$ cat src/hdl/clr_pkg.sv
// Shared constants and types for the counter latch and readback block
package clr_pkg;
  localparam int CLR_NCH = 3;
  localparam int CLR_CW = 16;
  // Register offsets inside the board window
  localparam logic [3:0] CLR_OFF_CNT0 = 4'h0;
  localparam logic [3:0] CLR_OFF_CNT1 = 4'h1;
  localparam logic [3:0] CLR_OFF_CNT2 = 4'h2;
  localparam logic [3:0] CLR_OFF_CTRL = 4'h3;
  localparam logic [3:0] CLR_OFF_SWAP = 4'hD;
  // Control byte field positions
  localparam int CLR_SEL_HI = 7;
  localparam int CLR_SEL_LO = 6;
  localparam int CLR_FMT_HI = 5;
  localparam int CLR_FMT_LO = 4;
  localparam int CLR_MODE_HI = 3;
  localparam int CLR_MODE_LO = 1;
  localparam int CLR_BCD_POS = 0;
  // Readback command field positions
  localparam int CLR_RB_CNT_POS = 5;
  localparam int CLR_RB_STA_POS = 4;
  localparam int CLR_RB_PICK_LO = 1;
  localparam logic [1:0] CLR_SEL_READBACK = 2'h3;
  // Values after reset
  localparam logic [7:0] CLR_RDATA_RST = 8'h00;
  localparam logic [15:0] CLR_COUNT_RST = 16'h0000;
  localparam logic [2:0] CLR_MODE_RST = 3'h0;
  localparam logic CLR_MAPPED_RST = 1'b0;

  typedef enum logic [1:0] {
    CLR_FMT_LATCH = 2'b00,
    CLR_FMT_LSB = 2'b01,
    CLR_FMT_MSB = 2'b10,
    CLR_FMT_PAIR = 2'b11
  } clr_fmt_t;

  typedef enum logic {
    CLR_SEQ_LO = 1'b0,
    CLR_SEQ_HI = 1'b1
  } clr_seq_t;
endpackage

$ cat src/hdl/clr_top.sv
// Timer access logic: latch, readback, status, byte sequencing, window swap
`timescale 1ns/1ns
module clr_top (
  input wire logic clk,
  input wire logic rst,
  input wire logic [3:0] io_addr,
  input wire logic io_wr,
  input wire logic io_rd,
  input wire logic [7:0] io_wdata,
  input wire logic [7:0] pp_rdata,
  input wire logic ext_event_in,
  input wire logic ext_gate_in,
  input wire logic aux_clk_in,
  output logic [7:0] io_rdata_r,
  output logic timer_mapped_r,
  output logic clk_out_r
);
  import clr_pkg::*;

  clr_fmt_t fmt_r [CLR_NCH];
  logic [2:0] mode_r [CLR_NCH];
  logic bcd_r [CLR_NCH];
  logic [CLR_CW-1:0] hold_r [CLR_NCH];
  logic hold_v_r [CLR_NCH];
  logic [7:0] sts_r [CLR_NCH];
  logic sts_v_r [CLR_NCH];
  clr_seq_t rd_seq_r [CLR_NCH];
  clr_seq_t wr_seq_r [CLR_NCH];
  logic [7:0] wlo_r [CLR_NCH];
  logic event_prev_r;
  logic aux_prev_r;

  logic [CLR_CW-1:0] count [CLR_NCH];
  logic null_cnt [CLR_NCH];
  logic out_pin [CLR_NCH];
  logic [CLR_NCH-1:0] tick;
  logic [CLR_NCH-1:0] gate;
  logic [CLR_NCH-1:0] data_wr;
  logic [CLR_NCH-1:0] data_rd;
  logic [CLR_NCH-1:0] cfg_wr;
  logic [CLR_NCH-1:0] lat_cnt;
  logic [CLR_NCH-1:0] lat_sts;
  logic [CLR_NCH-1:0] load_req;
  logic [CLR_NCH-1:0] hold_done;
  logic [CLR_CW-1:0] load_val [CLR_NCH];
  logic [7:0] rd_byte [CLR_NCH];
  logic timer_hit;
  logic ctl_wr;
  logic rb_wr;
  logic swap_wr;
  logic swap_rd;
  logic [1:0] sel;
  clr_fmt_t wfmt;

  assign sel = io_wdata[CLR_SEL_HI:CLR_SEL_LO];
  assign wfmt = clr_fmt_t'(io_wdata[CLR_FMT_HI:CLR_FMT_LO]);
  assign swap_wr = io_wr && io_addr == CLR_OFF_SWAP;
  assign swap_rd = io_rd && io_addr == CLR_OFF_SWAP;
  assign timer_hit = timer_mapped_r && io_addr <= CLR_OFF_CTRL;
  assign ctl_wr = io_wr && timer_hit && io_addr == CLR_OFF_CTRL;
  assign rb_wr = ctl_wr && sel == CLR_SEL_READBACK
    && !io_wdata[CLR_BCD_POS];

  // Counter sources at the connector
  assign tick[0] = ext_event_in && !event_prev_r;
  assign tick[1] = aux_clk_in && !aux_prev_r;
  assign tick[2] = aux_clk_in && !aux_prev_r;
  assign gate[0] = 1'b1;
  assign gate[1] = ext_gate_in;
  assign gate[2] = 1'b1;

  always_ff @(posedge clk) begin
    if (rst) begin
      event_prev_r <= 1'b0;
      aux_prev_r <= 1'b0;
    end else begin
      event_prev_r <= ext_event_in;
      aux_prev_r <= aux_clk_in;
    end
  end

  // Per-counter strobes from the shared window
  always_comb begin
    for (int i = 0; i < CLR_NCH; i++) begin
      data_wr[i] = io_wr && timer_hit && io_addr == 4'(i);
      data_rd[i] = io_rd && timer_hit && io_addr == 4'(i);
      cfg_wr[i] = ctl_wr && sel == 2'(i)
        && wfmt != CLR_FMT_LATCH;
      lat_cnt[i] = (ctl_wr && sel == 2'(i) && wfmt == CLR_FMT_LATCH)
        || (rb_wr && !io_wdata[CLR_RB_CNT_POS]
        && io_wdata[CLR_RB_PICK_LO + i]);
      lat_sts[i] = rb_wr && !io_wdata[CLR_RB_STA_POS]
        && io_wdata[CLR_RB_PICK_LO + i];
      load_req[i] = data_wr[i]
        && (fmt_r[i] != CLR_FMT_PAIR || wr_seq_r[i] == CLR_SEQ_HI);
      hold_done[i] = data_rd[i] && !sts_v_r[i] && hold_v_r[i]
        && (fmt_r[i] != CLR_FMT_PAIR || rd_seq_r[i] == CLR_SEQ_HI);
    end
  end

  // Byte placement of loads and reads
  always_comb begin
    for (int i = 0; i < CLR_NCH; i++) begin
      logic [CLR_CW-1:0] src;
      src = hold_v_r[i] ? hold_r[i] : count[i];
      case (fmt_r[i])
        CLR_FMT_LSB: begin
          load_val[i] = {8'h00, io_wdata};
          rd_byte[i] = src[7:0];
        end
        CLR_FMT_MSB: begin
          load_val[i] = {io_wdata, 8'h00};
          rd_byte[i] = src[15:8];
        end
        CLR_FMT_PAIR: begin
          load_val[i] = {io_wdata, wlo_r[i]};
          rd_byte[i] = (rd_seq_r[i] == CLR_SEQ_HI) ? src[15:8] : src[7:0];
        end
        default: begin
          load_val[i] = {8'h00, io_wdata};
          rd_byte[i] = src[7:0];
        end
      endcase
      if (sts_v_r[i]) begin
        rd_byte[i] = sts_r[i];
      end
    end
  end

  // Counter configuration from control bytes
  always_ff @(posedge clk) begin
    for (int i = 0; i < CLR_NCH; i++) begin
      if (rst) begin
        fmt_r[i] <= CLR_FMT_PAIR;
        mode_r[i] <= CLR_MODE_RST;
        bcd_r[i] <= 1'b0;
      end else if (cfg_wr[i]) begin
        fmt_r[i] <= wfmt;
        mode_r[i] <= io_wdata[CLR_MODE_HI:CLR_MODE_LO];
        bcd_r[i] <= io_wdata[CLR_BCD_POS];
      end
    end
  end

  // Hold register; a pending hold blocks later latches
  always_ff @(posedge clk) begin
    for (int i = 0; i < CLR_NCH; i++) begin
      if (rst) begin
        hold_r[i] <= CLR_COUNT_RST;
        hold_v_r[i] <= 1'b0;
      end else if (cfg_wr[i]) begin
        hold_v_r[i] <= 1'b0;
      end else if (lat_cnt[i] && !hold_v_r[i]) begin
        hold_r[i] <= count[i];
        hold_v_r[i] <= 1'b1;
      end else if (hold_done[i]) begin
        hold_v_r[i] <= 1'b0;
      end
    end
  end

  // Status snapshot; first read after a status latch returns it
  always_ff @(posedge clk) begin
    for (int i = 0; i < CLR_NCH; i++) begin
      if (rst) begin
        sts_r[i] <= CLR_RDATA_RST;
        sts_v_r[i] <= 1'b0;
      end else if (cfg_wr[i]) begin
        sts_v_r[i] <= 1'b0;
      end else if (lat_sts[i] && !sts_v_r[i]) begin
        sts_r[i] <= {out_pin[i], null_cnt[i], fmt_r[i], mode_r[i],
          bcd_r[i]};
        sts_v_r[i] <= 1'b1;
      end else if (data_rd[i] && sts_v_r[i]) begin
        sts_v_r[i] <= 1'b0;
      end
    end
  end

  // Read sequencing flip-flop
  always_ff @(posedge clk) begin
    for (int i = 0; i < CLR_NCH; i++) begin
      if (rst) begin
        rd_seq_r[i] <= CLR_SEQ_LO;
      end else if (cfg_wr[i]) begin
        rd_seq_r[i] <= CLR_SEQ_LO;
      end else if (data_rd[i] && !sts_v_r[i]
          && fmt_r[i] == CLR_FMT_PAIR) begin
        rd_seq_r[i] <= clr_seq_t'(!rd_seq_r[i]);
      end
    end
  end

  // Load sequencing flip-flop and staged low byte
  always_ff @(posedge clk) begin
    for (int i = 0; i < CLR_NCH; i++) begin
      if (rst) begin
        wr_seq_r[i] <= CLR_SEQ_LO;
        wlo_r[i] <= CLR_RDATA_RST;
      end else if (cfg_wr[i]) begin
        wr_seq_r[i] <= CLR_SEQ_LO;
      end else if (data_wr[i] && fmt_r[i] == CLR_FMT_PAIR) begin
        wr_seq_r[i] <= clr_seq_t'(!wr_seq_r[i]);
        if (wr_seq_r[i] == CLR_SEQ_LO) begin
          wlo_r[i] <= io_wdata;
        end
      end
    end
  end

  // Window ownership only; nothing else is touched
  always_ff @(posedge clk) begin
    if (rst) begin
      timer_mapped_r <= CLR_MAPPED_RST;
    end else if (swap_wr) begin
      timer_mapped_r <= 1'b1;
    end else if (swap_rd) begin
      timer_mapped_r <= 1'b0;
    end
  end

  always_ff @(posedge clk) begin
    if (rst) begin
      io_rdata_r <= CLR_RDATA_RST;
    end else if (io_rd) begin
      if (io_addr > CLR_OFF_CTRL || io_addr == CLR_OFF_CTRL) begin
        io_rdata_r <= (io_addr == CLR_OFF_CTRL && !timer_mapped_r)
          ? pp_rdata : CLR_RDATA_RST;
      end else if (timer_mapped_r) begin
        io_rdata_r <= rd_byte[io_addr[1:0]];
      end else begin
        io_rdata_r <= pp_rdata;
      end
    end
  end

  always_ff @(posedge clk) begin
    if (rst) begin
      clk_out_r <= 1'b0;
    end else begin
      clk_out_r <= out_pin[2];
    end
  end

  for (genvar g = 0; g < CLR_NCH; g++) begin : g_ch
    clr_count_elem u_elem (
      .clk(clk),
      .rst(rst),
      .tick(tick[g]),
      .gate(gate[g]),
      .load_req(load_req[g]),
      .load_val(load_val[g]),
      .mode(mode_r[g]),
      .count_r(count[g]),
      .null_r(null_cnt[g]),
      .out_r(out_pin[g])
    );
  end
endmodule

$ cat src/hdl/clr_count_elem.sv
// Counting element: 16-bit down counter with load transfer and output
`timescale 1ns/1ns
module clr_count_elem (
  input wire logic clk,
  input wire logic rst,
  input wire logic tick,
  input wire logic gate,
  input wire logic load_req,
  input wire logic [clr_pkg::CLR_CW-1:0] load_val,
  input wire logic [2:0] mode,
  output logic [clr_pkg::CLR_CW-1:0] count_r,
  output logic null_r,
  output logic out_r
);
  import clr_pkg::*;

  logic [CLR_CW-1:0] load_r;
  logic xfer;

  assign xfer = tick && null_r;

  always_ff @(posedge clk) begin
    if (rst) begin
      load_r <= CLR_COUNT_RST;
    end else if (load_req) begin
      load_r <= load_val;
    end
  end

  // New count waits for a clock edge; a fresh load keeps the flag set
  always_ff @(posedge clk) begin
    if (rst) begin
      null_r <= 1'b0;
    end else if (load_req) begin
      null_r <= 1'b1;
    end else if (xfer) begin
      null_r <= 1'b0;
    end
  end

  always_ff @(posedge clk) begin
    if (rst) begin
      count_r <= CLR_COUNT_RST;
    end else if (xfer && !load_req) begin
      count_r <= load_r;
    end else if (tick && gate && !null_r) begin
      if (count_r == 16'h0001 && mode[1]) begin
        count_r <= load_r;
      end else begin
        count_r <= count_r - 16'h0001;
      end
    end
  end

  // Periodic modes toggle at terminal count, others go high and stay
  always_ff @(posedge clk) begin
    if (rst) begin
      out_r <= 1'b0;
    end else if (load_req) begin
      out_r <= (mode != CLR_MODE_RST);
    end else if (tick && gate && !null_r && count_r == 16'h0001) begin
      out_r <= mode[1] ? !out_r : 1'b1;
    end
  end
endmodule

$ cat config.mk
export PLATFORM = sky130hd
export DESIGN_NAME = clr_top
export DESIGN_NICKNAME = d
export VERILOG_FILES = /design/src/hdl/clr_pkg.sv /design/src/hdl/clr_top.sv /design/src/hdl/clr_count_elem.sv
export SDC_FILE = /design/constraint.sdc
export NUM_CORES = 1
export LEC_CHECK = 0
export BUFFER_PORTS_ARGS = -buffer_cell sky130_fd_sc_hd__buf_2
export CAP_MARGIN = 10
export CORE_ASPECT_RATIO = 0.5
export CORE_MARGIN = 2
export CORE_UTILIZATION = 60
export CTS_CLUSTER_SIZE = 40
export DETAILED_ROUTE_END_ITERATION = 16
export GPL_ROUTABILITY_DRIVEN = 0
export PLACE_DENSITY_LB_ADDON = 0.15
export SYNTH_ARGS = -nofsm -noshare
export SYNTH_HDL_FRONTEND = slang
export SYNTH_SLANG_ARGS = --single-unit
$ cat constraint.sdc
create_clock -name clk -period 6.1 [get_ports clk]
set_clock_uncertainty 0.15 [all_clocks]
set_input_delay 1.22 -clock clk [delete_from_list [all_inputs] [get_ports clk]]
set_output_delay 1.22 -clock clk [all_outputs]
set_load 0.1 [all_outputs]
After elaboration in Yosys (flattened, before gate mapping)
Memory sizes are Yosys's and may differ from the RTL's.
Cells that the tools add are included.
W data, S select, Z words.

word-level totals
  register bits = 114
  bits in latches = 0
  RAM bits = 126
  ROM bits = 0
  input port bits = 27
  word-level logic and storage cells = 431
  memories kept = 10

cells by class
  $add $sub $neg = 3
  $mul = 0
  div/mod/pow operators = 0
  order comparisons = 3
  equality and inequality tests = 19
  shift operators = 0
  muxes and demuxes = 199
  bitwise logic cells = 49
  reduce and logical (&&, ||, !) cells = 131

memories
  memory       words  bits a word  read ports  clocked after Yosys merged registers in  write ports  line           text
  hold_r       3      16           3           0                                        3            clr_top.sv:23  logic [CLR_CW-1:0] hold_r [CLR_NCH];
  sts_r        3      8            3           0                                        3            clr_top.sv:25  logic [7:0] sts_r [CLR_NCH];
  wlo_r        3      8            3           0                                        3            clr_top.sv:29  logic [7:0] wlo_r [CLR_NCH];
  mode_r       3      3            3           0                                        3            clr_top.sv:21  logic [2:0] mode_r [CLR_NCH];
  fmt_r        3      2            3           0                                        3            clr_top.sv:20  clr_fmt_t fmt_r [CLR_NCH];
  bcd_r        3      1            3           0                                        3            clr_top.sv:22  logic bcd_r [CLR_NCH];
  +4 memories  --     --           --          --                                       --           --

operators with widths
  cell                     number
  $mux W16                 15
  $mux W1                  154
  $mux W8                  17
  $pmux W16 S2             3
  $logic_and A1 B1 Y1      77
  $eq A16 B1 Y1 const B    3
  $or A1 B1 Y1             48
  $pmux W8 S2              3
  $sub A16 B1 Y16 const B  3
  $logic_not A1 Y1         27
  $reduce_bool A2 Y1       11
  $bmux W8 S2              1
  $eq A2 B2 Y1 const B     8
  $logic_or A1 B1 Y1       10
  $mux W3                  3
  $reduce_bool A3 Y1       3
  $eq A4 B2 Y1 const B     2
  $mux W2                  3
  $ne A2 B2 Y1 const B     3
  $eq A4 B1 Y1 const B     1
  $eq A4 B4 Y1 const B     1
  $gt A4 B2 Y1 const B     1
  $le A4 B2 Y1 const B     1
  $logic_not A2 Y1         2
  4 further kinds          4

Logic depth before layout (Yosys ltp)
  word-level depth = 16
  gate-level depth with buffers = 9
  depth with buffers taken out = 7

Cells and area by module
From an unflattened synthesis, not the netlist that was laid out.

second synthesis, totals
  cell total of the unflattened synthesis = 1322
  area total of the unflattened synthesis = 12951.2 µm²

by module, submodules not included
  module          times used  cells each  area an instance (µm²)  sequential area each (µm²)
  clr_top         1           692         7467.2                  4023.9
  clr_count_elem  3           210         1828.0                  680.7

Least setup slack after synthesis
OpenSTA, ideal clock, no wires.

  path kind = input to register
  start point = input port io_addr[0]
  end point = memory hold_r[0][0], enable pin
  arrival = 2.792 ns
  required time = 5.578 ns
  setup slack = 2.786 ns
  cell stages on the path = 7
  cell sequence = buf_2 -> nand4bb_1 -> buf_2 -> nand2b_1 -> or4_1 -> buf_2 -> nand2_1

RTL lines
  what         line           text
  from (decl)  clr_top.sv:6   input wire logic [3:0] io_addr,
  to (decl)    clr_top.sv:23

==> qor.log <==
qor: run_status.run_status completed
qor: synth.yosysWarningCount 0
qor: synth.postSynth.asyncResetShare 0%
qor: layout.area_growth 6.43%
qor: clock_network.clock_sinks 240
qor: synth.synthTopCellsByArea sky130_fd_sc_hd__edfxtp_1 31%, sky130_fd_sc_hd__dfxtp_1 18%, sky130_fd_sc_hd__nand2_1 3.8%, sky130_fd_sc_hd__and2_1 3.5%, sky130_fd_sc_hd__nor3_1 3.5%
qor: place.detail_placement_hpwl 23100 microns
qor: job.cap_viol_max_count 0
qor: global_routing.first_global_vias 9506
qor: clock_network.number_of_gates_resized_after_cts 0
qor: worst_setup_path.critPathKind in2reg
qor: synth.synthesis.area 12400 sq um
qor: synth.post-synth-top-count-cell sky130_fd_sc_hd__edfxtp_1
qor: worst_setup_path.rrSetupSlack 2.60 ns
qor: clock_network.tritoncts_buffer_count 22
qor: timing.finalHoldViolCount 0
qor: floorplan.core.rowCount 37
qor: synth.synth.top_cell.area_share 30.5%
qor: pwr.total_switching_power 1100 uW
qor: clock_network.worst_setup_hold_path_clk_slew 0.07 ns
qor: worst_setup_path.rr_startpoint timer_mapped_r
qor: detailed_routing.route.vias.total 10300
qor: pwr.netSwitchingFraction 28.5%
qor: pwr.total_power 3850 uW
qor: timing.worst_pin_slew 1.16 ns
qor: synth.synth_area_leader_cell sky130_fd_sc_hd__edfxtp_1
qor: pwr.pwr-share-comb 15.7%
qor: worst_setup_path.crit_path_end_kind flip-flop
qor: synth.syn_area_per_cell 9.42 sq um
qor: min_path.timing.hold.worst_endpoint g_ch[0].u_elem.load_r[9]
qor: synth.yosys.cell_types.count 84
qor: layout.finalNetCount 1311
qor: worst_setup_path.critical_path_required 6.23 ns
qor: timing.worst_slew_slack_as_a_fraction_of_its_limit 22.0%
qor: clock_network.clk_latency 0.54 ns
qor: timing.setup-tns-final 0 ns
qor: pwr.power.leakage 0.00465 uW
qor: clock_network.postCtsSetupRepairBufs 0
qor: layout.final.fill_count 1660
qor: floorplan.boundaryPins 37
qor: floorplan.core 20400 sq um
qor: layout.layout-drive-gt1-share 7.73%
qor: detailed_routing.detail_route.iter0.violations 1098
qor: timing.maxClockFrequency 252 MHz
qor: synth.synth.net_count 1349
qor: pwr.power.density_cell_area 292 nW/um^2
qor: place.dpl-instance-area 12500 sq um
qor: clock_network.clock_tree.buffer_depth 3
qor: clock_network.root_buffer sky130_fd_sc_hd__clkbuf_16
qor: worst_setup_path.rr_endpoint sts_r[1][0]
qor: global_routing.grt_overflow_total 0
qor: synth.synth_sequential_area_ratio 48.9%
qor: layout.layout.cell_area.non_filler 13200 sq um
qor: clock_network.hold_buf_count_cts 0
qor: place.portBuffers 36
qor: floorplan.floorplan.initialDensity 60.7%
qor: detailed_routing.ant_nets 0
qor: timing.post-route-period-util 65.0%
qor: timing.final_period_minus_worst_setup_slack 3.97 ns
qor: global_routing.globalRouteTotalUtil 29.8%
qor: worst_setup_path.critPathMaxFanout 25
qor: worst_setup_path.cp.arrival 4.10 ns
qor: pwr.share_of_total_power_in_the_clock_network 35.3%
qor: floorplan.die_width 207 microns
qor: synth.synth-edff-count 126
qor: min_path.hold_path_depth 2
qor: pwr.share_seq_of_total_power 49.0%
qor: floorplan.die_h 106 microns
qor: detailed_routing.finalWirelength 33100 microns
qor: timing.final-setup-viol-count 0
qor: detailed_routing.drc 0
qor: detailed_routing.via_per_inst 6.58
qor: timing.rsz0062_at_grt false
qor: pwr.internal_pwr_total 2750 uW
qor: synth.ys_seq_elements 240
qor: detailed_routing.post_drt_wl_per_cell 21.1 microns
qor: synth.ys.flop_type sky130_fd_sc_hd__edfxtp_1
qor: clock_network.tritoncts done
qor: pwr.ir_drop 0.000191 V
qor: min_path.holdCritPathClass reg2reg
qor: worst_setup_path.reg2regPathDepth 6
qor: min_path.min_from g_ch[0].u_elem.load_r[9]
qor: layout.antenna_cells 0
qor: global_routing.antenna_found_initial 1
qor: synth.post_synth_most_frequent_cells 126 x sky130_fd_sc_hd__edfxtp_1, 125 x sky130_fd_sc_hd__nand2_1, 114 x sky130_fd_sc_hd__dfxtp_1, 86 x sky130_fd_sc_hd__nor3_1, 70 x sky130_fd_sc_hd__and2_1
qor: global_routing.grt_first_pass_wirelength 51700 microns
qor: global_routing.grt_start_max_net_pins 89
qor: floorplan.fp.dieArea 21900 sq um
qor: detailed_routing.dr.pass1.iters 6
qor: timing.timing.final.max_slew_violations 0
qor: clock_network.cts_max_level 1
qor: synth.synth_cells 1316
qor: worst_setup_path.start_kind input port
## registers in the layout (all words and copies together) (netlist names), 6 cells and up
name                 flops
fmt_r                    6
g_ch.u_elem.count_r     48
g_ch.u_elem.load_r      48
hold_r                  48
io_rdata_r               8
mode_r                   9
sts_r                   24
wlo_r                   24
## worst max-delay path: stages
cell and delay [ns]:
sky130_fd_sc_hd__buf_2 0.27, sky130_fd_sc_hd__nand4bb_1 0.42, sky130_fd_sc_hd__nor4_1 0.77, sky130_fd_sc_hd__nor2_1 0.24, sky130_fd_sc_hd__inv_1 0.63, sky130_fd_sc_hd__nor2_1 0.28
sky130_fd_sc_hd__and2_1 0.25
## layout by cell type, fill, tap and decap left out, types with 8 or more instances in the layout
cell type                     n
sky130_fd_sc_hd__a32oi_1      9
sky130_fd_sc_hd__a221oi_1    24
sky130_fd_sc_hd__mux2i_1     29
sky130_fd_sc_hd__dfxtp_1    114
sky130_fd_sc_hd__nand4b_1     9
sky130_fd_sc_hd__a31oi_1     15
sky130_fd_sc_hd__a22oi_1     25
sky130_fd_sc_hd__a211oi_1    31
sky130_fd_sc_hd__o32ai_1     26
sky130_fd_sc_hd__or3_1       10
sky130_fd_sc_hd__nand2_1    125
sky130_fd_sc_hd__nor4_1      18
sky130_fd_sc_hd__nor2_1      67
sky130_fd_sc_hd__a21oi_1     63
sky130_fd_sc_hd__buf_2       36
sky130_fd_sc_hd__o21ai_0     44
sky130_fd_sc_hd__nand2b_1    61
sky130_fd_sc_hd__a22o_1       8
sky130_fd_sc_hd__nand3_1     61
sky130_fd_sc_hd__clkbuf_16   23
sky130_fd_sc_hd__nor2b_1     16
sky130_fd_sc_hd__edfxtp_1   126
sky130_fd_sc_hd__inv_1       45
sky130_fd_sc_hd__and2_1      70
sky130_fd_sc_hd__nor3_1      86
sky130_fd_sc_hd__o21a_1      14
sky130_fd_sc_hd__and3_1      10
sky130_fd_sc_hd__nand4_1     10
## power by group through the flow
stage / Clock, uW / Sequential (uW) / Combinational, uW
CTS: 1370 / 1880 / 596
finish: 1360 / 1890 / 605
detailed placement: 0 / 1920 / 592
floorplan: 0 / 1880 / 474
global route: 1440 / 1900 / 668
global placement: 0 / 1910 / 574
## routing by layer
layer | track usage (%) | part of all wire [%]
met1 | 42.2 | 43
met2 | 45.6 | 45
met3 | 6.91 | 9.4
met4 | 9.29 | 2.7
met5 | 0 | 0
## layout make-up
| type | count | area [sq um] | share of cell area (%) |
|---|---|---|---|
| Clock buffer | 33 | 648 | 4.91 |
| Clock inverter | 7 | 50.0 | 0.379 |
| Inverter | 48 | 180 | 1.37 |
| Multi-Input combinational cell | 924 | 5680 | 43.1 |
| Sequential cell | 240 | 6070 | 46.0 |
| Tap cell | 273 | 342 | 2.59 |
| Timing Repair Buffer | 42 | 225 | 1.71 |
## per-stage QoR
| stage | hold slack, ns | cells | setup slack, ns | util [%] |
|---|---|---|---|---|
| floorplan | 0.279 | 1316 | 2.79 | - |
| global placement | 0.291 | 1526 | 1.95 | 61.2 |
| detailed placement | 0.300 | 1526 | 1.68 | 61.2 |
| CTS | 0.308 | 1566 | 2.21 | 64.6 |
| global route | 0.327 | 1567 | 1.83 | 64.6 |
| finish | 0.307 | 1567 | 2.13 | 64.6 |
## cells by family (layout without fill, tap and decap cells)
kind of cell | after synthesis | count (layout) | share of synthesized area (%)
multiplexers | 33 | 33 | 2.70
adder cells (fa/ha/maj) | 6 | 6 | 0.606
buffers and inverters | 152 | 130 | 5.23
flip-flops | 240 | 240 | 48.9
AND/OR/NAND/NOR | 580 | 580 | 24.9
AO/OA/AOI/OAI | 305 | 305 | 17.6
## worst max-delay path by stage
stage / startpoint / slack [ns] / endpoint
final: io_addr[0] / 2.13 / sts_r[1][0]
after CTS: io_addr[0] / 2.21 / sts_r[1][0]
after global placement: io_addr[0] / 1.95 / sts_r[1][0]
after floorplan: io_addr[0] / 2.79 / hold_r[0][0]
after detailed placement: io_addr[0] / 1.68 / sts_r[1][0]
after global routing: io_addr[0] / 1.83 / sts_r[1][2]
(Power assumes the default switching activity.)
